`src/hw/maop_pkg.sv`:
```
// constants, enumerations and register map of the arithmetic/logic datapath
// assumes a single 40 MHz core clock and a synchronous active-low reset
//
// Notes on behaviour
// [RL1] pointer add: sign-extended 6-bit literal, flags untouched
// [RL2] pointer is 16 bits and wraps around
// [RL3] AND literal into accumulator, zero flag only
// [RL4] add literal into accumulator, C DC Z
// [RL5] destination bit 0 accumulator, 1 file register
// [RL6] register ops take 7-bit file address
// [RL7] AND register, selected destination, zero only
// [RL8] add register, selected destination, C DC Z
// [RL9] arithmetic right shift, bit0 to carry, Z
// [RL10] add with carry, selected destination, C DC Z
// [RL11] pointer add decoded from pattern, one cycle
// [RL12] indirect access with pointer MSB costs one cycle
// [RL13] DC from bit 3, C from bit 7, Z
package maop_pkg;

   // ----------------------------------------------------------------
   // register map (byte addresses, one word each)
   // ----------------------------------------------------------------
   localparam logic [7:0] ADR_ACCUM = 8'h00;
   localparam logic [7:0] ADR_FLAGS = 8'h04;
   localparam logic [7:0] ADR_PTR0 = 8'h08;
   localparam logic [7:0] ADR_PTR1 = 8'h0C;
   localparam logic [7:0] ADR_STATE = 8'h10;

   localparam int FLAG_C = 0;
   localparam int FLAG_DC = 1;
   localparam int FLAG_Z = 2;
   localparam int STATE_READY = 0;
   localparam int STATE_STALL = 1;

   localparam logic [7:0] ACCUM_RST = 8'h00;
   localparam logic [15:0] PTR_RST = 16'h0000;
   localparam logic [31:0] DAT_RST = 32'h0000_0000;

   // ----------------------------------------------------------------
   // instruction fields
   // ----------------------------------------------------------------
   localparam int OPC_HI = 13;
   localparam int OPC_LO = 8;
   localparam int DEST_BIT = 7;
   localparam int PADD_ZERO_BIT = 7;
   localparam int PADD_SEL_BIT = 6;
   localparam int PTR_MSB = 15;
   localparam logic [5:0] OPC_PADD = 6'h31;
   localparam logic [5:0] OPC_ANDL = 6'h39;
   localparam logic [5:0] OPC_ADDL = 6'h3E;
   localparam logic [5:0] OPC_ANDR = 6'h05;
   localparam logic [5:0] OPC_ADDR = 6'h07;
   localparam logic [5:0] OPC_ASR = 6'h0D;
   localparam logic [5:0] OPC_ADDC = 6'h0F;
   localparam logic [6:0] IND_ADDR0 = 7'h00;
   localparam logic [6:0] IND_ADDR1 = 7'h01;

   typedef enum logic [1:0] {ST_IDLE, ST_STALL, ST_EXEC} maop_state_t;
   typedef enum logic [2:0] {
      OP_NONE, OP_PADD, OP_ANDL, OP_ADDL, OP_ANDR, OP_ADDR, OP_ASR, OP_ADDC
   } maop_op_t;

endpackage

```
`src/hw/maop_core.sv`:
```
// datapath for pointer add, AND/ADD literal and register ops, shift right
// assumes the decoder holds INSTR valid until taken; Wishbone classic slave
`timescale 1ns/1ps
module maop_core (
   input wire logic CLK,              // 40 MHz core clock
   input wire logic RST_N,            // synchronous reset, active low
   input wire logic WB_CYC_I,         // bus cycle
   input wire logic WB_STB_I,         // bus strobe
   input wire logic WB_WE_I,          // bus write
   input wire logic [7:0] WB_ADR_I,   // byte address
   input wire logic [3:0] WB_SEL_I,   // byte lanes
   input wire logic [31:0] WB_DAT_I,  // write data
   output logic [31:0] WB_DAT_O,      // read data
   output logic WB_ACK_O,             // bus acknowledge
   input wire logic INSTR_VALID,      // decoder offers an instruction
   input wire logic [13:0] INSTR,     // 14-bit instruction word
   output logic INSTR_READY,          // datapath takes an instruction
   output logic RETIRE,               // instruction completed pulse
   output logic [7:0] ACCUM,          // accumulator
   output logic [2:0] FLAGS           // {zero, digit carry, carry}
);
   // ----------------------------------------------------------------
   // state
   // ----------------------------------------------------------------
   typedef struct packed {
      maop_pkg::maop_state_t st;
      logic [7:0] accum;
      logic c;
      logic dc;
      logic z;
      logic [15:0] ptr0;
      logic [15:0] ptr1;
      logic [13:0] ir;
      logic [6:0] ea;
      logic ready;
      logic retire;
      logic ack;
      logic [31:0] dat;
   } maop_core_st_t;

   localparam maop_core_st_t ST_RST = '{
      st: maop_pkg::ST_IDLE, accum: maop_pkg::ACCUM_RST, c: 1'b0,
      dc: 1'b0, z: 1'b0, ptr0: maop_pkg::PTR_RST,
      ptr1: maop_pkg::PTR_RST, ir: 14'h0000, ea: 7'h00, ready: 1'b1,
      retire: 1'b0, ack: 1'b0, dat: maop_pkg::DAT_RST};

   maop_core_st_t s_q;
   maop_core_st_t s_d;

   // ----------------------------------------------------------------
   // decode and arithmetic helpers
   // ----------------------------------------------------------------
   function automatic maop_pkg::maop_op_t decode(input logic [13:0] i);
      logic [5:0] opc;
      opc = i[maop_pkg::OPC_HI:maop_pkg::OPC_LO];
      decode = maop_pkg::OP_NONE;
      case (opc)
         maop_pkg::OPC_PADD: begin
            // only the 0nkk kkkk half of this opcode page is ours
            if (!i[maop_pkg::PADD_ZERO_BIT]) begin
               decode = maop_pkg::OP_PADD; // [RL11]
            end
         end
         maop_pkg::OPC_ANDL: decode = maop_pkg::OP_ANDL;
         maop_pkg::OPC_ADDL: decode = maop_pkg::OP_ADDL;
         maop_pkg::OPC_ANDR: decode = maop_pkg::OP_ANDR;
         maop_pkg::OPC_ADDR: decode = maop_pkg::OP_ADDR;
         maop_pkg::OPC_ASR: decode = maop_pkg::OP_ASR;
         maop_pkg::OPC_ADDC: decode = maop_pkg::OP_ADDC;
         default: decode = maop_pkg::OP_NONE;
      endcase
   endfunction

   // returns {carry, digit carry, sum}
   function automatic logic [9:0] add8(input logic [7:0] a,
                                       input logic [7:0] b,
                                       input logic cin);
      logic [8:0] full;
      logic [4:0] low;
      full = {1'b0, a} + {1'b0, b} + {8'h00, cin};
      low = {1'b0, a[3:0]} + {1'b0, b[3:0]} + {4'h0, cin};
      add8 = {full[8], low[4], full[7:0]}; // [RL13]
   endfunction

   logic take;
   maop_pkg::maop_op_t new_op;
   maop_pkg::maop_op_t ex_op;
   logic [15:0] sext;
   logic [15:0] ptr0_sum;
   logic [15:0] ptr1_sum;
   logic [6:0] faddr;
   logic [6:0] ea_new;
   logic stall_new;
   logic [9:0] lit_sum;
   logic [9:0] reg_sum;
   logic [7:0] rdata;
   logic [7:0] res;
   logic mem_we;
   logic [7:0] mem_wdata;
   logic [6:0] mem_raddr;
   logic bus_req;
   logic bus_wr;

   assign take = INSTR_VALID && s_q.ready && (s_q.st == maop_pkg::ST_IDLE);
   assign new_op = decode(INSTR);
   assign ex_op = decode(s_q.ir);
   assign sext = {{10{INSTR[5]}}, INSTR[5:0]}; // [RL1]
   assign ptr0_sum = s_q.ptr0 + sext; // [RL2]
   assign ptr1_sum = s_q.ptr1 + sext; // [RL2]
   assign faddr = INSTR[6:0]; // [RL6]
   assign ea_new = (faddr == maop_pkg::IND_ADDR0) ? s_q.ptr0[6:0] :
                   (faddr == maop_pkg::IND_ADDR1) ? s_q.ptr1[6:0] : faddr;
   assign stall_new =
      ((faddr == maop_pkg::IND_ADDR0) && s_q.ptr0[maop_pkg::PTR_MSB]) ||
      ((faddr == maop_pkg::IND_ADDR1) && s_q.ptr1[maop_pkg::PTR_MSB]);
   assign lit_sum = add8(s_q.accum, INSTR[7:0], 1'b0);
   assign reg_sum = add8(s_q.accum, rdata,
                         (ex_op == maop_pkg::OP_ADDC) ? s_q.c : 1'b0); // [RL10]
   assign bus_req = WB_CYC_I && WB_STB_I;
   assign bus_wr = bus_req && WB_WE_I && s_q.ack;

   // ----------------------------------------------------------------
   // next state
   // ----------------------------------------------------------------
   always_comb begin
      s_d = s_q;
      s_d.retire = 1'b0;
      mem_we = 1'b0;
      mem_wdata = 8'h00;
      mem_raddr = s_q.ea;
      res = 8'h00;
      case (s_q.st)
         maop_pkg::ST_IDLE: begin
            if (take) begin
               case (new_op)
                  maop_pkg::OP_PADD: begin
                     // status flags deliberately left alone
                     if (INSTR[maop_pkg::PADD_SEL_BIT]) begin
                        s_d.ptr1 = ptr1_sum; // [RL1]
                     end else begin
                        s_d.ptr0 = ptr0_sum; // [RL1]
                     end
                     s_d.retire = 1'b1; // [RL11]
                  end
                  maop_pkg::OP_ANDL: begin
                     s_d.accum = s_q.accum & INSTR[7:0]; // [RL3]
                     s_d.z = ((s_q.accum & INSTR[7:0]) == 8'h00); // [RL3]
                     s_d.retire = 1'b1;
                  end
                  maop_pkg::OP_ADDL: begin
                     s_d.accum = lit_sum[7:0]; // [RL4]
                     s_d.c = lit_sum[9];
                     s_d.dc = lit_sum[8];
                     s_d.z = (lit_sum[7:0] == 8'h00); // [RL13]
                     s_d.retire = 1'b1;
                  end
                  maop_pkg::OP_ANDR, maop_pkg::OP_ADDR,
                  maop_pkg::OP_ASR, maop_pkg::OP_ADDC: begin
                     s_d.ir = INSTR;
                     s_d.ea = ea_new; // [RL6]
                     mem_raddr = ea_new;
                     s_d.ready = 1'b0;
                     s_d.st = stall_new ? maop_pkg::ST_STALL
                                        : maop_pkg::ST_EXEC; // [RL12]
                  end
                  default: s_d.st = maop_pkg::ST_IDLE;
               endcase
            end
         end
         maop_pkg::ST_STALL: begin
            s_d.st = maop_pkg::ST_EXEC; // [RL12]
         end
         maop_pkg::ST_EXEC: begin
            case (ex_op)
               maop_pkg::OP_ANDR: begin
                  res = s_q.accum & rdata; // [RL7]
               end
               maop_pkg::OP_ASR: begin
                  res = {rdata[7], rdata[7:1]}; // [RL9]
                  s_d.c = rdata[0]; // [RL9]
               end
               default: begin
                  res = reg_sum[7:0]; // [RL8] [RL10]
                  s_d.c = reg_sum[9];
                  s_d.dc = reg_sum[8]; // [RL13]
               end
            endcase
            s_d.z = (res == 8'h00);
            if (s_q.ir[maop_pkg::DEST_BIT]) begin
               mem_we = 1'b1; // [RL5]
               mem_wdata = res;
            end else begin
               s_d.accum = res; // [RL5]
            end
            s_d.retire = 1'b1;
            s_d.ready = 1'b1;
            s_d.st = maop_pkg::ST_IDLE;
         end
         default: s_d.st = maop_pkg::ST_IDLE;
      endcase

      // bus: ack one cycle after request; write lands on the ack edge,
      // after the datapath so software wins a same-cycle conflict
      s_d.ack = bus_req && !s_q.ack;
      if (bus_req && !s_q.ack && !WB_WE_I) begin
         case (WB_ADR_I)
            maop_pkg::ADR_ACCUM: s_d.dat = {24'h000000, s_q.accum};
            maop_pkg::ADR_FLAGS: s_d.dat = {29'h0, s_q.z, s_q.dc, s_q.c};
            maop_pkg::ADR_PTR0: s_d.dat = {16'h0000, s_q.ptr0};
            maop_pkg::ADR_PTR1: s_d.dat = {16'h0000, s_q.ptr1};
            maop_pkg::ADR_STATE: s_d.dat = {30'h0,
                                            s_q.st == maop_pkg::ST_STALL,
                                            s_q.ready};
            default: s_d.dat = maop_pkg::DAT_RST;
         endcase
      end
      if (bus_wr) begin
         case (WB_ADR_I)
            maop_pkg::ADR_ACCUM: begin
               if (WB_SEL_I[0]) s_d.accum = WB_DAT_I[7:0];
            end
            maop_pkg::ADR_FLAGS: begin
               if (WB_SEL_I[0]) begin
                  s_d.c = WB_DAT_I[maop_pkg::FLAG_C];
                  s_d.dc = WB_DAT_I[maop_pkg::FLAG_DC];
                  s_d.z = WB_DAT_I[maop_pkg::FLAG_Z];
               end
            end
            maop_pkg::ADR_PTR0: begin
               if (WB_SEL_I[0]) s_d.ptr0[7:0] = WB_DAT_I[7:0];
               if (WB_SEL_I[1]) s_d.ptr0[15:8] = WB_DAT_I[15:8];
            end
            maop_pkg::ADR_PTR1: begin
               if (WB_SEL_I[0]) s_d.ptr1[7:0] = WB_DAT_I[7:0];
               if (WB_SEL_I[1]) s_d.ptr1[15:8] = WB_DAT_I[15:8];
            end
            default: begin
            end
         endcase
      end
   end

   always_ff @(posedge CLK) begin
      if (!RST_N) begin
         s_q <= ST_RST;
      end else begin
         s_q <= s_d;
      end
   end

   maop_fmem u_fmem (
      .CLK(CLK),
      .rst_n(RST_N),
      .we(mem_we),
      .waddr(s_q.ea),
      .wdata(mem_wdata),
      .raddr(mem_raddr),
      .rdata(rdata)
   );

   assign WB_DAT_O = s_q.dat;
   assign WB_ACK_O = s_q.ack;
   assign INSTR_READY = s_q.ready;
   assign RETIRE = s_q.retire;
   assign ACCUM = s_q.accum;
   assign FLAGS = {s_q.z, s_q.dc, s_q.c};

   logic take_reg;
   logic [8:0] sum9_lit;
   assign take_reg = take && (new_op inside {maop_pkg::OP_ANDR,
      maop_pkg::OP_ADDR, maop_pkg::OP_ASR, maop_pkg::OP_ADDC});
   assign sum9_lit = {lit_sum[9], lit_sum[7:0]};
endmodule

```
`src/hw/maop_fmem.sv`:
```
// file register memory: 128 bytes, one write and one registered read port
// assumes write and read addresses come from logic on the same clock
`timescale 1ns/1ps
module maop_fmem (
   input wire logic CLK,          // core clock
   input wire logic rst_n,        // synchronous reset, clears read data
   input wire logic we,           // write strobe
   input wire logic [6:0] waddr,  // write address
   input wire logic [7:0] wdata,  // write data
   input wire logic [6:0] raddr,  // read address
   output logic [7:0] rdata       // read data, one cycle after raddr
);
   logic [7:0] mem [0:127];

   always_ff @(posedge CLK) begin
      if (we) begin
         mem[waddr] <= wdata;
      end
      if (!rst_n) begin
         rdata <= 8'h00;
      end else begin
         rdata <= mem[raddr];
      end
   end
endmodule

```
`config.mk`:
```
export PLATFORM = sky130hd
export DESIGN_NAME = maop_core
export DESIGN_NICKNAME = d
export VERILOG_FILES = /design/src/hw/maop_pkg.sv /design/src/hw/maop_core.sv /design/src/hw/maop_fmem.sv
export SDC_FILE = /design/constraint.sdc
export NUM_CORES = 2
export LEC_CHECK = 0
export BUFFER_PORTS_ARGS = -buffer_cell sky130_fd_sc_hd__buf_2
export CAP_MARGIN = 20
export CORE_ASPECT_RATIO = 0.7
export CORE_UTILIZATION = 63
export DETAILED_ROUTE_END_ITERATION = 12
export PLACE_DENSITY_LB_ADDON = 0.05
export SYNTH_ARGS = -nofsm -noshare
export SYNTH_HDL_FRONTEND = slang
export SYNTH_HIERARCHICAL = 1
export SYNTH_SLANG_ARGS = --single-unit
```
`constraint.sdc`:
```
create_clock -name CLK -period 17 [get_ports CLK]
set_input_delay 0.85 -clock CLK [delete_from_list [all_inputs] [get_ports CLK]]
set_output_delay 0.85 -clock CLK [all_outputs]
set_load 0.02 [all_outputs]
```
== Word-level counts from Yosys, hierarchy flattened ==
Memories as Yosys holds them, arrays and structs flattened. A register that Yosys moved wholly into a read port is not among the register bits.
Index checks and enable logic that the tools add are counted.
Operators by class
  add/subtract/negate cells: 8
  equal/unequal tests: 34
  multiplexer cells: 48
  bitwise operators: 2
  reduce and logical (&&, ||, !) cells: 26
Operators by type and width (count)
  2-to-1 mux 8 bit: 10
  one-hot mux 16 bit (5 select lines): 1
  2-to-1 mux 68 bit: 1
  2-to-1 mux 16 bit: 4
  2-to-1 mux 53 bit: 1
  2-to-1 mux 43 bit: 1
  one-hot mux 3 bit (7 select lines): 2
  == test 6 bit (second input constant): 6
  2-to-1 mux 7 bit: 5
  adder 16 bit: 2
  zero test 8 bit: 4
  2-to-1 mux 32 bit: 1
  one-hot mux 8 bit (2 select lines): 2
  == test 6 x 3 -> 1 bit (second input constant): 4
  == test 6 x 4 -> 1 bit (second input constant): 4
  2-to-1 mux 22 bit: 1
  one-hot mux 11 bit (2 select lines): 1
  == test 3 bit (second input constant): 7
  adder 8 x 8 -> 9 bit: 2
  bitwise AND 8 bit: 2
  == test 8 x 4 -> 1 bit (second input constant): 2
  one-hot mux 2 bit (2 select lines): 3
  adder 4 x 4 -> 5 bit: 2
  adder 9 x 1 -> 9 bit: 1
  other kinds (25): 49
Word-level totals
  flip-flop bits (word level): 101
  RAM bits: 1024
  output and inout bits: 46
  logic and storage cells: 132
  memories: 1
Memories
  u_fmem.mem: depth 128, width 8, read ports 1, clocked after memory_dff 1, write ports 1, line maop_fmem.sv:13  | logic [7:0] mem [0:127];

== Longest topological paths before layout ==
  depth in word-level cells: 12
  gate-level depth with buffers: 20

== By module ==
Netlist, hierarchy kept.
By module, submodules not included
  maop_fmem: instances 1, cells an instance 2041, area an instance 40277.4 sq um
  maop_core: instances 1, cells an instance 850, area an instance 6568.8 sq um

== Least setup slack after synthesis ==
Ideal clock, no wire load.
  path type: reg-to-reg
  start: reg s_q[53] (netlist bit)
  end: mem u_fmem.mem[0][6], data pin
  library setup time: 797 ps
  data arrival time: 5515 ps
  data required time: 16203 ps
  path slack: 10687 ps
  stages on the path, launching flop included: 14
  buffers on the path: 1
  period minus slack after synthesis: 6313 ps
  cells stage by stage: dfxtp_1 > clkbuf_1 > nand3_1 > nor4_1 > fa_1 > inv_1 > fa_1 > nor2b_1 > o21ai_0 > a21boi_0 > o21a_1 > or3_1 > a31oi_1 > nor2_1
Between the ends
  longest elaborated chain between the ends: 9
  elaborated cells between the ends (all ways): 17
  those cells by class: 1 x add/sub; 10 x eq/ne; 6 x mux
Ends and longest elaborated chain
  start: declaration: line maop_core.sv:47  | maop_core_st_t s_q;
  start signal: assignment: line maop_core.sv:245  | s_q <= ST_RST;
  start signal: assignment: line maop_core.sv:247  | s_q <= s_d;
  == test 6 x 4 -> 1 bit, or another cell as far along: line maop_core.sv:57  | case (opc)
  one-hot mux 3 bit (7 select lines) (*): line maop_core.sv:57
  == test 3 bit: line maop_core.sv:118  | (ex_op == maop_pkg::OP_ADDC) ? s_q.c : 1'b0);
  2-to-1 mux 1 bit: line maop_core.sv:118
  adder 9 x 1 -> 9 bit: line maop_core.sv:80  | full = {1'b0, a} + {1'b0, b} + {8'h00, cin};
  one-hot mux 8 bit (2 select lines) (*): line maop_core.sv:174  | case (ex_op)
  2-to-1 mux 8 bit (*): line maop_core.sv:132  | case (s_q.st)
  2-to-1 mux 8 bit (*): line maop_core.sv:189  | if (s_q.ir[maop_pkg::DEST_BIT]) begin
  2-to-1 mux 8 bit (*): line maop_core.sv:132
  via mem_wdata[6]: line maop_core.sv:99  | logic [7:0] mem_wdata;
  end: declaration: line maop_fmem.sv:13
The timed path passes the listed nets; every way through them passes the cells marked *. The select of a mux whose other input is x is not followed.

== Final worst setup path ==
  start: in INSTR[5]
  end: reg u_fmem.rdata[1], read port of u_fmem.mem
Between the ends
  longest elaborated chain between the ends: 6
  elaborated cells between the ends (all ways): 7
  those cells by class: 1 x eq/ne; 5 x mux; 1 x reduce/logical
Ends and longest elaborated chain
  start: declaration: line maop_core.sv:16  | input wire logic [13:0] INSTR,
  == test 7 x 1 -> 1 bit: line maop_core.sv:112  | (faddr == maop_pkg::IND_ADDR1) ? s_q.ptr1[6:0] : faddr;
  2-to-1 mux 7 bit: line maop_core.sv:112
  2-to-1 mux 7 bit (*): line maop_core.sv:111  | assign ea_new = (faddr == maop_pkg::IND_ADDR0) ? s_q.ptr0[6:0] :
  2-to-1 mux 7 bit (*): line maop_core.sv:135  | case (new_op)
  2-to-1 mux 7 bit (*): line maop_core.sv:134  | if (take) begin
  2-to-1 mux 7 bit (*): line maop_core.sv:132
  via mem_raddr[0]: line maop_core.sv:100  | logic [6:0] mem_raddr;
  end: declaration: line maop_fmem.sv:11  | output logic [7:0] rdata
The timed path passes the listed nets; every way through them passes the cells marked *.
A chain may end at the register's enable or synchronous reset.

==> reports/results.ini <==
[route]
wl_mm = 116
drtAntennaViolNets = 0
first_pass_iters = 6
via_per_inst = 6.73
drt_iter0_markers = 3250
drcViolationCount = 0
wl_per_cell_microns = 29.0
via_count = 26900

[clock_network]
cts_htree_levels = 3
cts_sinks = 1110
clk_latency_ps = 690
cts_tree = done
cts_setup_buffers = 0
cts_hold_buffers = 0
clk_pin_slew_ps = 70
cts_root_buffer = clkbuf_16
post_cts_resized = 0
numCtsBuffers = 99
clockBufferDepth = 3

[logic_synthesis]
synth_cells = 2891
yosysTopAreaCell = edfxtp_1
synth_common_cells = edfxtp_1 (1024), nor2_1 (250), mux2i_1 (196), mux4_2 (173), nand2_1 (166)
yosysSeqAreaShare_pct = 69.3
synthTopCellsByArea = edfxtp_1 (66%), mux4_2 (8.3%), mux2i_1 (4.2%), dfxtp_1 (3.7%), nor2_1 (2.0%)
yosysMostFrequentCell = edfxtp_1
syn_area_sq_um = 46800
synth_seq_cells = 1110
synth.avg_cell_area_sq_um = 16.2
synth.top_cell.area_share_pct = 65.6
ys_types = 91
yosysWarningCount = 6
synth_ff_type = edfxtp_1
synth-edff-count = 1024
async_flop_share_pct = 0

[floorplan]
dieArea_sq_um = 75500
ios = 110
core_area_sq_um = 73400
die_height_microns = 230
fp.dieW_microns = 328
fp-row-count = 83
initial_core_util_pct = 63.8

[sta]
period_needed_ps = 5950
hold_viol_final = 0
fmax_ghz = 0.168
tightest_slew_ps = 1190
finalSetupViolCount = 0
finalClockSkew_ps = 37.2
fin_crit_sh_pct = 35.0
slew_headroom_pct = 20.6
slew_violations = 0
fin_setup_tns_ps = 0
rsz0062_at_grt = false
worst_slack_ps = 11050

[placement]
portBuffers = 75
place_ws_ps = 10410
place_area_sq_um = 47800
gp_congestion = 0.941
hpwl_mm = 72.9

[run_status]
status = completed

[pwr]
power_density_nw_per_um2 = 104
leakagePower_nw = 13.7
sw_frac_of_total_pct = 20.0
pwr-share-comb_pct = 1.9
vdd_drop_max_v = 0.0000985
power.share.sequential_pct = 55.1
p_clk_share_pct = 43.0
power_switching_mw = 1.07
internal-power_mw = 4.27

[final_layout]
final_nets = 3056
fill_cells = 4734
drive_gt1_share_pct = 16.9
stdcell_area_sq_um = 51200
syn2layout_area_growth_pct = 9.29

[critical_path]
critPathKind = in -> reg
crit_family = simple AND/OR/NAND/NOR gates
crit_buf_inv = 3
path_common_cell = nand2_1
slowest_stage = buf_4
path_cells = buf_2 > nor4_1 > nand2_1 > or2_2 > o21ai_0 > nand2_1 > nand2_4 > buf_12 > buf_4 > mux2i_1 > a22o_1 > a221o_1 > a211oi_1 > nor3_1 > a41oi_1
max_stage_delay_ps = 670
critPathMaxFanout = 123
cp.required_ps = 17500
worstPathArrival_ps = 6450
startpoint_type = input pin
cp-end-kind = flip-flop

[worst_hold_path]
hp-class = in -> reg

[global_route]
use_met3_pct = 7.52
grt_overflow = 0
grt_pass1_wl_mm = 171
use_met2_pct = 45.3
grt_usage_pct = 31.1
top_usage_layer = met1
antenna_found_initial = 6
grt_max_degree = 124
grtUsageMet1_pct = 47.3
grt_pass1_vias = 25900

[run]
cap_violations = 0

## state kept, by name (all words and copies together) (netlist names)
name          count
WB_ACK_O          1
FLAGS             3
u_fmem/rdata      8
s_q              48
INSTR_READY       1
WB_DAT_O         16
ACCUM             8
u_fmem/mem     1024
RETIRE            1
## metal layers
metal  routed length [microns]  up-vias
li1                          -    11500
met1                     48700    13800
met2                     51700     1441
met3                     12900      197
met4                      2650        2
met5                        13        -
## cells by family after synthesis
kind of cell | after synthesis | share of synthesized area [%]
flops | 1110 | 69.3
mux | 390 | 13.0
simple gates | 649 | 6.47
fa+ha+maj | 51 | 1.44
xor+xnor | 30 | 0.561
buf+inv | 222 | 2.79
other cells | 1 | 0.00800
compound gates | 438 | 6.41
## placed cells by master, fill, tap and decap left out, types with 25 or more instances in the layout
cell	instances
buf_4	41
a21oi_1	80
clkbuf_16	100
clkinv_2	27
inv_1	31
ha_1	46
o21ai_0	59
nor2_1	244
buf_2	75
mux4_2	173
edfxtp_1	1024
nand3_1	53
nor2b_1	25
mux2i_1	196
o22ai_1	28
nor3_1	42
dfxtp_1	86
a22oi_1	85
nand2_1	165
## area by class of cell
cell class | count | area [sq um] | area share, %
Sequential cell | 1110 | 32500 | 63.4
Clock buffer | 116 | 2580 | 5.04
Antenna cell | 2 | 5.00 | 0.00978
Clock inverter | 67 | 724 | 1.41
Timing Repair Buffer | 123 | 833 | 1.63
Inverter | 33 | 126 | 0.247
Tap cell | 977 | 1220 | 2.39
Multi-Input combinational cell | 1574 | 13200 | 25.8
## stage by stage
step                utilization (%)  std cells  power, mW  hold WS [ps]
detailed placement             65.1       3814       3.10           474
global placement               65.1       3814       3.10           457
floorplan                         -       2906       3.07           440
CTS                            69.6       3997       5.36           438
global route                   69.7       4002       5.46           474
finish                         69.7       4002       5.34           467
## power groups by stage
stage,combinational [mW],sequential [mW],clock (mW)
floorplan,0.0708,3.00,0
global placement,0.100,3.00,0
detailed placement,0.102,3.00,0
CTS,0.102,2.94,2.32
global route,0.110,2.94,2.42
finish,0.103,2.94,2.30
## path summary, 6_finish.rpt
| check | slack [ps] | cells past startpoint | from | endpoint |
|---|---|---|---|---|
| min | 470 | 2 | WB_DAT_I[11] | s_q[67]$_SDFF_PN0_ |
| min reg2reg | 480 | 2 | s_q[50]$_SDFFE_PN0P_ | s_q[50]$_SDFFE_PN0P_ |
| max reg2reg | 11250 | 13 | s_q[99]$_SDFFE_PN0P_ | u_fmem/rdata[1]$_SDFF_PN0_ |
| max | 11050 | 15 | INSTR[5] | u_fmem/rdata[1]$_SDFF_PN0_ |
Power figures use the tool's default switching activity.
